**src/field_map_pkg.sv**
```systemverilog
package field_map_pkg;

    // byte-wide serial access
    localparam int ADDR_W = 8;
    localparam int DATA_W = 8;

    // replicated register block: base plus instance times stride
    localparam logic [7:0] BLK_BASE = 8'h10;
    localparam logic [7:0] BLK_STRIDE = 8'h08;
    localparam int NUM_INST = 2;

    // layout of one block instance
    localparam int BLK_BYTES = 8;
    localparam int BOFF_W = 3;
    localparam int NUM_FIELDS = 3;
    localparam int FIELD_W = 2;

    // owning field of each byte offset, index 7 first
    localparam logic [7:0][1:0] BYTE_FIELD = {
        2'h0, 2'h2, 2'h1, 2'h1, 2'h1, 2'h1, 2'h0, 2'h0
    };
    // byte 7 is reserved
    localparam logic [7:0] BYTE_MAPPED = 8'h7F;
    // field 0 is an atomic half-word, field 1 a plain word, field 2 a byte
    localparam logic [2:0] FIELD_ATOMIC = 3'h1;
    // offset of the most significant byte of each field, index 2 first
    localparam logic [2:0][2:0] FIELD_TOP = {3'h6, 3'h5, 3'h1};

    // reset values
    localparam logic [7:0] FIELD_RST = 8'h00;
    localparam logic [7:0] UNMAPPED_RD = 8'h00;

endpackage : field_map_pkg

```
**src/field_decode_if.sv**
```systemverilog
`timescale 1ns/1ps
interface field_decode_if #(
    parameter int NI = field_map_pkg::NUM_INST
);
    import field_map_pkg::*;
    localparam int IW = (NI > 1) ? $clog2(NI) : 1;

    logic [ADDR_W-1:0] addr;
    logic hit;
    logic [IW-1:0] inst;
    logic [BOFF_W-1:0] boff;
    logic [FIELD_W-1:0] field;
    logic atomic;
    logic top;

    modport dec (
        input addr,
        output hit, inst, boff, field, atomic, top
    );
    modport use_side (
        output addr,
        input hit, inst, boff, field, atomic, top
    );
endinterface : field_decode_if

```
**src/field_decoder.sv**
```systemverilog
`timescale 1ns/1ps
module field_decoder #(
    parameter int NI = field_map_pkg::NUM_INST
) (
    field_decode_if.dec d
);
    import field_map_pkg::*;
    localparam int IW = (NI > 1) ? $clog2(NI) : 1;

    always_comb begin
        int rel;
        logic [BOFF_W-1:0] b;
        rel = 0;
        b = '0;
        d.hit = 1'b0;
        d.inst = '0;
        d.boff = '0;
        d.field = '0;
        d.atomic = 1'b0;
        d.top = 1'b0;
        // instance k answers at base + k * stride
        for (int k = 0; k < NI; k++) begin
            rel = int'(d.addr) - (int'(BLK_BASE) + k * int'(BLK_STRIDE));
            b = rel[BOFF_W-1:0];
            if (rel >= 0 && rel < BLK_BYTES && BYTE_MAPPED[b]) begin
                d.hit = 1'b1;
                d.inst = IW'(k);
                d.boff = b;
                d.field = BYTE_FIELD[b];
                d.atomic = FIELD_ATOMIC[BYTE_FIELD[b]];
                d.top = (b == FIELD_TOP[BYTE_FIELD[b]]);
            end
        end
    end
endmodule : field_decoder

```
**src/multibyte_field_write_logic.sv**
```systemverilog
`timescale 1ns/1ps
module multibyte_field_write_logic #(
    parameter int NI = field_map_pkg::NUM_INST
) (
    input wire logic clk_sys_i,
    input wire logic rst_n_i,
    input wire logic wr_en_i,
    input wire logic [field_map_pkg::ADDR_W-1:0] wr_addr_i,
    input wire logic [field_map_pkg::DATA_W-1:0] wr_data_i,
    input wire logic rd_en_i,
    input wire logic [field_map_pkg::ADDR_W-1:0] rd_addr_i,
    output logic [field_map_pkg::DATA_W-1:0] rd_data_o,
    output logic rd_valid_o,
    output logic wr_miss_o,
    output logic [NI*field_map_pkg::BLK_BYTES*8-1:0] applied_o,
    output logic [NI*field_map_pkg::NUM_FIELDS-1:0] upd_o,
    output logic [NI*field_map_pkg::NUM_FIELDS-1:0] stage_pend_o
);
    import field_map_pkg::*;

    ////////////////////////////////////////////////////////////////////////
    // state

    typedef struct packed {
        logic [NI-1:0][BLK_BYTES-1:0][7:0] applied;
        logic [NI-1:0][BLK_BYTES-1:0][7:0] stage;
        logic [NI-1:0][NUM_FIELDS-1:0] pend;
        logic [NI-1:0][NUM_FIELDS-1:0] upd;
        logic miss;
        logic [DATA_W-1:0] rd_data;
        logic rd_valid;
    } state_t;

    state_t st_r;
    state_t st_nxt;

    ////////////////////////////////////////////////////////////////////////
    // address decode for both ports

    field_decode_if #(.NI(NI)) wd ();
    field_decode_if #(.NI(NI)) rdd ();

    assign wd.addr = wr_addr_i;
    assign rdd.addr = rd_addr_i;

    field_decoder #(.NI(NI)) u_wr_dec (
        .d(wd)
    );
    field_decoder #(.NI(NI)) u_rd_dec (
        .d(rdd)
    );

    ////////////////////////////////////////////////////////////////////////
    // next state

    always_comb begin
        st_nxt = st_r;
        st_nxt.upd = '0;
        st_nxt.miss = 1'b0;
        st_nxt.rd_valid = 1'b0;
        if (wr_en_i) begin
            if (!wd.hit) begin
                st_nxt.miss = 1'b1;
            end else if (!wd.atomic) begin
                // byte goes live without waiting for its neighbours
                st_nxt.applied[wd.inst][wd.boff] = wr_data_i;
                st_nxt.upd[wd.inst][wd.field] = 1'b1;
            end else if (!wd.top) begin
                // hold until the top byte arrives
                st_nxt.stage[wd.inst][wd.boff] = wr_data_i;
                st_nxt.pend[wd.inst][wd.field] = 1'b1;
            end else begin
                // staged low bytes and new top byte land together
                for (int b = 0; b < BLK_BYTES; b++) begin
                    if (BYTE_MAPPED[b] && BYTE_FIELD[b] == wd.field) begin
                        if (BOFF_W'(b) == wd.boff) begin
                            st_nxt.applied[wd.inst][b] = wr_data_i;
                        end else begin
                            st_nxt.applied[wd.inst][b] =
                                st_r.stage[wd.inst][b];
                        end
                    end
                end
                st_nxt.upd[wd.inst][wd.field] = 1'b1;
                st_nxt.pend[wd.inst][wd.field] = 1'b0;
            end
        end
        if (rd_en_i) begin
            st_nxt.rd_valid = 1'b1;
            // reads show the live value, not the staging buffer
            if (rdd.hit) begin
                st_nxt.rd_data = st_r.applied[rdd.inst][rdd.boff];
            end else begin
                st_nxt.rd_data = UNMAPPED_RD;
            end
        end
    end

    always_ff @(posedge clk_sys_i) begin
        if (!rst_n_i) begin
            st_r.applied <= {NI * BLK_BYTES{FIELD_RST}};
            st_r.stage <= {NI * BLK_BYTES{FIELD_RST}};
            st_r.pend <= '0;
            st_r.upd <= '0;
            st_r.miss <= 1'b0;
            st_r.rd_data <= UNMAPPED_RD;
            st_r.rd_valid <= 1'b0;
        end else begin
            st_r <= st_nxt;
        end
    end

    ////////////////////////////////////////////////////////////////////////
    // outputs

    genvar gi;
    generate
        for (gi = 0; gi < NI; gi++) begin : g_inst
            // bit 0 of each slice is bit 0 of byte offset 0
            assign applied_o[gi*BLK_BYTES*8 +: BLK_BYTES*8] =
                st_r.applied[gi];
            assign upd_o[gi*NUM_FIELDS +: NUM_FIELDS] = st_r.upd[gi];
            assign stage_pend_o[gi*NUM_FIELDS +: NUM_FIELDS] = st_r.pend[gi];
        end
    endgenerate

    assign rd_data_o = st_r.rd_data;
    assign rd_valid_o = st_r.rd_valid;
    assign wr_miss_o = st_r.miss;
endmodule : multibyte_field_write_logic

```
**config.mk**
```make
export PLATFORM = sky130hd
export DESIGN_NAME = multibyte_field_write_logic
export DESIGN_NICKNAME = d
export VERILOG_FILES = /design/src/field_map_pkg.sv /design/src/field_decode_if.sv /design/src/field_decoder.sv /design/src/multibyte_field_write_logic.sv
export SDC_FILE = /design/constraint.sdc
export NUM_CORES = 1
export LEC_CHECK = 0
export BUFFER_PORTS_ARGS = -buffer_cell sky130_fd_sc_hd__buf_2
export CAP_MARGIN = 10
export CORE_AREA = 2 2 153 155
export DETAILED_ROUTE_END_ITERATION = 6
export DIE_AREA = 0 0 155 157
export PLACE_DENSITY = 0.79
export SYNTH_ARGS = -nofsm -noshare
export SYNTH_HDL_FRONTEND = slang
export SYNTH_SLANG_ARGS = --single-unit
```
**constraint.sdc**
```tcl
create_clock -name clk_sys_i -period 3.32 [get_ports clk_sys_i]
set_input_delay 0.166 -clock clk_sys_i [delete_from_list [all_inputs] [get_ports clk_sys_i]]
set_output_delay 0.166 -clock clk_sys_i [all_outputs]
set_load 0.01 [all_outputs]
```
Word level (Yosys, flattened, before mapping)
Memories as Yosys holds them, arrays and structs flattened. Index checks and enable logic that the tools add are counted. W data, S select, Z words.

Register bits: 278. Output and inout bits: 150. Memory bits (read-only): 64. Memories kept: 6.

Memory list: (no name shown) (words 8, width 2, rd ports 1, clocked after memory_dff 0, wr ports 0, RTL line field_decoder.sv:29) `d.field = BYTE_FIELD[b];`; (no name shown) (words 8, width 2, rd ports 1, clocked after memory_dff 0, wr ports 0, RTL line field_decoder.sv:29); (no name shown) (words 8, width 1, rd ports 1, clocked after memory_dff 0, wr ports 0, RTL line field_decoder.sv:25) `if (rel >= 0 && rel < BLK_BYTES && BYTE_MAPPED[b]) begin`; (no name shown) (words 8, width 1, rd ports 1, clocked after memory_dff 0, wr ports 0, RTL line field_decoder.sv:25); (no name shown) (words 8, width 1, rd ports 1, clocked after memory_dff 0, wr ports 0, RTL line field_decoder.sv:25); (no name shown) (words 8, width 1, rd ports 1, clocked after memory_dff 0, wr ports 0, RTL line field_decoder.sv:25).

Reduce and logical (&&, ||, !) cells: 18. Bitwise logic cells: 4. Add/sub/neg operators: 4. Multiplexer cells: 120. Eq/ne operators: 11. Magnitude comparators: 22.

Operators with widths (count): $mux W128 (40); $bwmux W128 (16); $demux W64 S1 (8); $mux W64 (3); $mux W56 (3); $ge A32 B1 Y1 const B (4); $lt A32 B5 Y1 const B (4); $mux W48 (1); $mux W40 (1); $sub A8 B5 Y9 const B (4); $mux W32 (1); $mux W8 (4); $bmux W8 S3 (1); $demux W8 S3 (1); $lt A3 B4 Y1 const B (6); $mux W24 (1); $mux W3 (7); $mux W1 (19); $mux W6 (3); $mux W16 (1); $bmux W3 S2 (2); $logic_and A1 B1 Y1 (11); $eq A3 B3 Y1 const A (3); $lt A2 B3 Y1 const B (3); 23 further kinds (32).

Longest topological paths before layout
Gate-level depths: netlist (run 1).

Depth after elaboration: 56. Depth in mapped cells: 11. Depth with buffers taken out: 8.

Modules after synthesis
A second synthesis (run 1) with hierarchy kept.

Cell total of the unflattened synthesis: 1532. Area total of the unflattened synthesis: 14425.1 um2.

By module, submodules not included: multibyte_field_write_logic (times used 1, cells an instance 1466, area each 13964.6 um2); field_decoder (times used 2, cells an instance 33, area each 230.2 um2).

Least setup slack after synthesis (run 1)
Ideal clock, no wire load.

Kind: input to register. Start: input wr_addr_i[1] (netlist name). End: register st_r, in the netlist applied_o[69]. Data arrival time: 2.696 ns. Setup time: 0.122 ns. Setup slack: 0.502 ns. Stages: 10. Path buffers: 3. Data required time: 3.198 ns. Cell sequence: buf_2 xnor2_1 ha_1 xor2_1 o22ai_2 o211ai_2 or2_1 clkbuf_1 buf_2 o311a_1.

Word-level cells in the longest chain between the ends: 56. Elaborated cells on any way between the ends: 126. Classes of those cells: add/sub: 2; order compare: 8; eq/ne: 11; mux: 92; reduce/logical: 9; memory: 4.

RTL lines: start: declaration (RTL line multibyte_field_write_logic.sv:8) `input wire logic [field_map_pkg::ADDR_W-1:0] wr_addr_i,`; $sub A8 B5 Y9 (RTL line field_decoder.sv:23) `rel = int'(d.addr) - (int'(BLK_BASE) + k * int'(BLK_STRIDE));`; $ge A32 B1 Y1, or another cell as far along (RTL line field_decoder.sv:25); $logic_and A1 B1 Y1 or $mux W1 (tied branches) (RTL line field_decoder.sv:25); $logic_and A1 B1 Y1 (RTL line field_decoder.sv:25); $mux W1 (RTL line field_decoder.sv:25); $lt A1 B2 Y1 (implied by the code) or $ge A1 B1 Y1 (tied branches) (RTL line multibyte_field_write_logic.sv:66, multibyte_field_write_logic.sv:77, multibyte_field_write_logic.sv:79); $logic_and A1 B1 Y1 (implied by the code) (RTL line multibyte_field_write_logic.sv:66, multibyte_field_write_logic.sv:77, multibyte_field_write_logic.sv:79); $mux W8 (implied by the code) (RTL line multibyte_field_write_logic.sv:77, multibyte_field_write_logic.sv:79); [40 not listed]; $mux W128 (RTL line multibyte_field_write_logic.sv:64) `end else if (!wd.atomic) begin`; $mux W128 (RTL line multibyte_field_write_logic.sv:62) `if (!wd.hit) begin`; $mux W128 (RTL line multibyte_field_write_logic.sv:61) `if (wr_en_i) begin`; $bwmux W128 (on tied branches) (RTL line multibyte_field_write_logic.sv:79, multibyte_field_write_logic.sv:77); $mux W128 (RTL line multibyte_field_write_logic.sv:76) `if (BOFF_W'(b) == wd.boff) begin`; $mux W128 (RTL line multibyte_field_write_logic.sv:75) `if (BYTE_MAPPED[b] && BYTE_FIELD[b] == wd.field) begin`; $mux W128 (RTL line multibyte_field_write_logic.sv:68) `end else if (!wd.top) begin`; $mux W128 (RTL line multibyte_field_write_logic.sv:64); end signal: assignment (RTL line multibyte_field_write_logic.sv:109) `st_r <= st_nxt;`; end: declaration (RTL line multibyte_field_write_logic.sv:34) `state_t st_r;`.

Several ways; a longest one is shown, not always the timed one. The select of a mux whose other input is x is not followed. A chain may end at the register's enable or synchronous reset.

Worst setup path in the final report (run 1)
Start: input wr_addr_i[3] (netlist name). End: register st_r, in the netlist applied_o[82].

Word-level cells in the longest chain between the ends: 54. Elaborated cells on any way between the ends: 108. Classes of those cells: add/sub: 2; order compare: 8; eq/ne: 9; mux: 80; reduce/logical: 9.

RTL lines: $sub A8 B5 Y9 (RTL line field_decoder.sv:23); $ge A32 B1 Y1 or $lt A32 B5 Y1 (tied branches) (RTL line field_decoder.sv:25); $logic_and A1 B1 Y1 (2 in a row) (RTL line field_decoder.sv:25); $mux W1 (RTL line field_decoder.sv:25); $mux W56 (implied by the code) (2 in a row) (RTL line multibyte_field_write_logic.sv:80) `st_r.stage[wd.inst][b];`; $bwmux W128 (RTL line multibyte_field_write_logic.sv:79) `st_nxt.applied[wd.inst][b] =`; $mux W128 (RTL line multibyte_field_write_logic.sv:76); $mux W128 (RTL line multibyte_field_write_logic.sv:75); [36 not listed]; $mux W128 (RTL line multibyte_field_write_logic.sv:64); $mux W128 (RTL line multibyte_field_write_logic.sv:62); $mux W128 (RTL line multibyte_field_write_logic.sv:61); $bwmux W128 (on tied branches) (RTL line multibyte_field_write_logic.sv:79, multibyte_field_write_logic.sv:77); $mux W128 (RTL line multibyte_field_write_logic.sv:76); $mux W128 (RTL line multibyte_field_write_logic.sv:75); $mux W128 (RTL line multibyte_field_write_logic.sv:68); $mux W128 (RTL line multibyte_field_write_logic.sv:64).

Several ways; a longest one is shown, not always the timed one. The select of a mux whose other input is x is not followed.

==> flow_summary.yaml, run 1 <==
clock_network:
  clock-sinks: 246
  cts_root_buf: "clkbuf_16"
  post-cts-setup-buffers: 0
  cts_made_buffers: 25
  h-tree-depth: 1
  cts_tree: "built"
  cts_resized: 0
  cts_buffer_depth: 3
  clk_pin_slew_worst_paths_ns: 0.06
  clk_latency_ns: 0.54
floorplanning:
  fp.dieH_um: 157
  start_util: 0.5743
  fp.dieW_um: 155
  rows: 55
  ios: 178
  core_um2: 22500
  die_area_um2: 24340
global_routing:
  first_global_vias: 10630
  grt_max_degree: 87
  grt_pass1_wl_um: 63000
  antenna_found_initial: 0
  gr-total-overflow: 0
  track_usage: 0.3317
critical_path:
  cp.arrival_ns: 2.94
  critPathRequiredTime_ns: 3.78
  path_class: "in -> reg"
  start_kind: "input pin"
  cp-end-kind: "flop"
  path_max_fanout: 13
synthesis:
  ys.flop_type: "dfxtp_1"
  synth_area_um2: 12920
  async_flop_share: 0
  yosys_warnings: 0
  yosysTopAreaCell: "dfxtp_1"
  synth_seq_cells: 246
  yosys.cell_count.top_type: "dfxtp_1"
  synth_cells: 1469
  yosys.cell_types.count: 85
  synth.area.top_cells: "dfxtp_1 38%, buf_4 8.7%, mux2i_1 5.4%"
  netlist_top_cells_count: "246 x dfxtp_1, 150 x buf_4, 128 x nand3_1"
  synth_nets: 1500
  yosysSeqAreaShare: 0.3811
  yosysTopAreaCellShare: 0.3811
  synth_edf_count: 0
  avgSynthCellArea_um2: 8.798
routing:
  drt_iter0_markers: 1440
  antenna_left: 0
  route.detailed.drc: 0
  via_count: 11750
  vias_per_cell: 6.676
  routedWlPerCell_um: 23.96
  drtPass1Iterations: 5
  wirelength_um: 42180
sta:
  clock_skew_ns: 0.03212
  fmax_mhz: 402.9
  fin_crit_sh: 0.7476
  fin_crit_ns: 2.482
  rsz0062_at_grt: "no"
  relSlewSlack: 0.3931
  setup_viol: 0
  worstMarginPinSlew_ns: 0.9049
  timing_hold_violations_final: 0
  finalSetupTns_ns: 0
  slew_viol_final: 0
place:
  io_buffers: 177
  globalplace.congestion: 0.9749
  hpwlAfterDp_um: 29900
finish:
  drive_gt1_frac: 0.2366
  num_antenna_cells: 0
  syn_to_final_growth_pct: 6.409
  fin_nets: 1488
  fin_util: 0.6111
power:
  total_leakage_power_nw: 5.412
  ir_drop_uv: 358.0
  power_density_nw_per_um2: 448.5
min_path:
  hold_path_class: "in -> reg"
flow_run:
  drv_cap: 0
run_status:
  status: "finished, final reports clean"
per-stage QoR:
stage                     instances  hold slack [ns]  power (mW)  setup WS [ns]  area (um2)
after floorplan                1469           0.3097       3.301         0.5022       12920
after global placement         1712           0.4372       3.440         0.4320       12920
after detailed placement       1712           0.4381       3.439         0.3629       12920
after CTS                      1759          0.02002       6.143         0.8790       13740
after global routing           1760          0.02998       6.304         0.7379       13750
final                          1760          0.03609       6.167         0.8379       13750
power by group:
group	internal [mW]	switching, mW
Combinational	0.107	0.330
Clock	1.60	1.17
Sequential	2.96	0.00321
worst paths after layout:
path | startpoint | endpoint | slack [ns] | cells after the start
max | wr_addr_i[3] | applied_o[82] | 0.84 | 8
min | rst_n_i | applied_o[66] | 0.04 | 2
max reg2reg | applied_o[76] | rd_data_o[4] | 1.84 | 4
min reg2reg | applied_o[57] | applied_o[57] | 0.45 | 1
layer usage:
layer	share of wire	GRT usage	vias to the layer above	wire length [um]
met5	0	0	-	0
met4	0.046	0.1446	0	1960
met3	0.10	0.05699	143	4246
met2	0.46	0.5405	744	19210
met1	0.40	0.4345	5626	16760
li1	-	-	5237	-
flip-flops by register name, summed over array words and instances, names as in the netlist, named ones only:
signal and count:
applied_o 128, rd_data_o 8, upd_o 6, wr_miss_o 1
st_r 96, rd_valid_o 1
layout make-up:
class	instances	area, um2
clock buffer	37	730.7
clock inverter	8	68.82
tap	285	356.6
sequential	246	4925
multi-input combinational	944	6335
fill	1944	8751
timing repair buffer	231	1303
inverter	9	33.78
placed cells by master (no fill, tap or decap), drive strengths merged, types with 13 or more instances in the layout:
cell type	netlist	routed
a211oi	50	50
a21oi	87	87
a22o	37	37
a22oi	55	55
and2	23	23
buf	193	228
clkbuf	77	38
dfxtp	246	246
mux2	20	20
mux2i	70	70
nand2	92	92
nand3	128	128
nor2	52	52
nor3	16	16
o211ai	17	17
o21ai	137	137
o31ai	13	13
repair_timing:
action                                  4_1_cts  5_1_grt
hold buffers                                  2        0
hold endpoints to repair                      2        0
endpoints found under the setup margin        0        0
critical path, stage by stage:
cell	delay, ns
buf_2	0.15
ha_1	0.37
nand2b_1	0.26
a211o_1	0.53
a211o_1	0.38
a2111oi_2	0.72
o31ai_1	0.19
a21oi_1	0.17
kinds of logic (layout without fill, tap and decap cells):
family / Yosys count / count (layout) / synth area share
flip-flops: 246 / 246 / 0.3811
AND/OR/NAND/NOR: 365 / 365 / 0.1484
multiplexers: 96 / 96 / 0.08210
XOR/XNOR: 3 / 3 / 0.002033
adder cells (fa/ha/maj): 3 / 3 / 0.002905
AO/OA/AOI/OAI: 477 / 477 / 0.2547
buffers and inverters: 279 / 285 / 0.1288
Note: power is estimated with default switching activity, not from simulation.
==> run 2, diff against run 1 <==
==> constraint.sdc (replaced) <==
create_clock -name clk_sys_i -period 2.51 [get_ports clk_sys_i]
set_input_delay 0.1255 -clock clk_sys_i [delete_from_list [all_inputs] [get_ports clk_sys_i]]
set_output_delay 0.1255 -clock clk_sys_i [all_outputs]
set_load 0.01 [all_outputs]
==> run 2 against run 1 <==
Clock-buffer cell count rose by 1. Critical path depth did not move. Sequential power is 32% higher. Hold slack improved by 0.024 ns. Via count about the same. Clock power grew 34%. Cell count increased by 3.7%. Clock skew shrank 0.0039 ns. Highest routed layer unchanged.
==> flow_summary.yaml, run 2 (synthesis results as in run 1) <==
floorplanning:
  die_area_um2: 24340
  fp.dieH_um: 157
  rows: 55
  fp.dieW_um: 155
  start_util: 0.5743
  core_um2: 22500
  ios: 178
finish:
  largest_reg_flops: 128
  syn_to_final_growth_pct: 11.17
  mostFrequentLayoutCells: "246 x dfxtp_1, 176 x buf_2, 128 x nand3_1, 107 x o21ai_0, 106 x buf_4"
  fillers: 1850
  final_common_cell: "dfxtp_1"
  drive_gt1_frac: 0.2659
  layoutNonFillerInstCount: 1825
  fin_nets: 1552
clock_network:
  postCtsHoldBufs: 3
  cts_buffer_depth: 3
  post-cts-setup-buffers: 0
  cts_made_buffers: 26
  cts_resized: 0
  clk_latency_ns: 0.55
  cts_root_buf: "clkbuf_16"
  clk_pin_slew_worst_paths_ns: 0.06
  h-tree-depth: 1
  cts_tree: "built"
  clock-sinks: 246
power:
  power_density_nw_per_um2: 574.3
  ir_drop_uv: 426.3
  total_leakage_power_nw: 5.752
  internal-power_mw: 6.205
  power.clock.fraction: 0.449
  p_comb_frac: 0.077
  p_sw_mw: 2.046
  switching_share: 0.2480
  p_seq_frac: 0.474
min_path:
  min_path_cells: 3
  hold_path_class: "in -> reg"
  hold_path_startpoint: "rd_addr_i[0]"
  min_to: "rd_data_o[4]"
critical_path:
  critPathRequiredTime_ns: 2.94
  path_class: "in -> reg"
  ff2ff_setup_slack_ns: 1.04
  start_kind: "input pin"
  path_max_fanout: 16
  ff2ff_path_depth: 4
  regToRegEndpoint: "rd_data_o[4]"
  r2r_start: "applied_o[76]"
  cp.arrival_ns: 2.78
  cp-end-kind: "flop"
  cp-startpoint: "wr_addr_i[3]"
sta:
  worstMarginPinSlew_ns: 1.145
  fmax_mhz: 426.2
  relSlewSlack: 0.2322
  setup_viol: 0
  finalSetupTns_ns: 0
  fin_crit_sh: 0.9348
  fin_crit_ns: 2.346
  clock_skew_ns: 0.02819
  rsz0062_at_grt: "no"
  timing_hold_violations_final: 0
  slew_viol_final: 0
global_routing:
  grt_max_degree: 176
  gr-total-overflow: 0
  antenna_found_initial: 2
  track_usage: 0.3367
  grt_pass1_wl_um: 64030
  first_global_vias: 10930
place:
  io_buffers: 177
  dp_cells: 1775
  hpwlAfterDp_um: 30540
  globalplace.congestion: 0.9864
routing:
  via_count: 11750
  route.detailed.drc: 0
  drt_iter0_markers: 1242
  drtPass1Iterations: 7
  routedWlPerCell_um: 23.25
  vias_per_cell: 6.436
  antenna_left: 0
  wirelength_um: 42430
flow_run:
  drv_cap: 0
run_status:
  status: "finished, final reports clean"
## run 2: cell count changes in the layout (fill, tap and decap cells not counted), moves of 2 or more
cell / delta
clkbuf_1: +3
buf_12: +8
clkinv_2: -4
buf_4: +55
diode_2: +2
clkbuf_8: -3
## run 2: how the worst max path moves through the flow
stage                    endpoint  slack (ns)  cells past startpoint
global route        applied_o[69]        0.08                      8
detailed placement  applied_o[68]       -0.27                      8
global placement    applied_o[66]       -0.19                      8
finish              applied_o[71]        0.16                      8
floorplan           applied_o[69]       0.004                     10
CTS                 applied_o[68]        0.28                      8
## run 2: routing by layer
metal,vias up,track usage,wire (um)
met5,-,0,0
met4,0,0.1362,1767
met3,136,0.07269,4177
met2,692,0.5395,19310
met1,5559,0.4435,17170
li1,5359,-,-
## run 2: power groups by stage
| stage | Sequential (mW) | Combinational [mW] | Clock (mW) |
|---|---|---|---|
| after floorplan | 4.00 | 0.373 | 0 |
| after global placement | 4.00 | 0.605 | 0 |
| after detailed placement | 4.00 | 0.608 | 0 |
| after CTS | 3.91 | 0.614 | 3.69 |
| after global routing | 3.91 | 0.663 | 3.87 |
| final | 3.91 | 0.635 | 3.70 |
## run 2: critical path: stages
cell,delay (ns)
buf_2,0.11
ha_1,0.36
nand2b_1,0.26
a211oi_2,0.09
a211oi_1,0.94
or2_1,0.59
o21bai_1,0.16
o311a_1,0.15
## run 2: per-stage QoR
stage | cell area (um2) | total power [mW] | setup WS, ns | util | hold WS (ns)
after floorplan | 12950 | 4.373 | 0.003639 | - | 0.2692
after global placement | 13530 | 4.606 | -0.1903 | 0.6011 | 0.4361
after detailed placement | 13530 | 4.609 | -0.2654 | 0.6011 | 0.4381
after CTS | 14360 | 8.218 | 0.2818 | 0.6383 | 0.03774
after global routing | 14360 | 8.441 | 0.07946 | 0.6383 | 0.04651
final | 14370 | 8.252 | 0.1636 | 0.6385 | 0.06031
## run 2: area by class of cell
cell class,instances,area (um2),share of cell area
tap,285,356.6,0.02482
multi-input combinational,944,6362,0.4428
sequential,246,4925,0.3428
antenna,2,5.005,0.0003483
clock buffer,38,725.7,0.05051
timing repair buffer,294,1878,0.1307
clock inverter,7,81.33,0.005661
inverter,9,33.78,0.002351
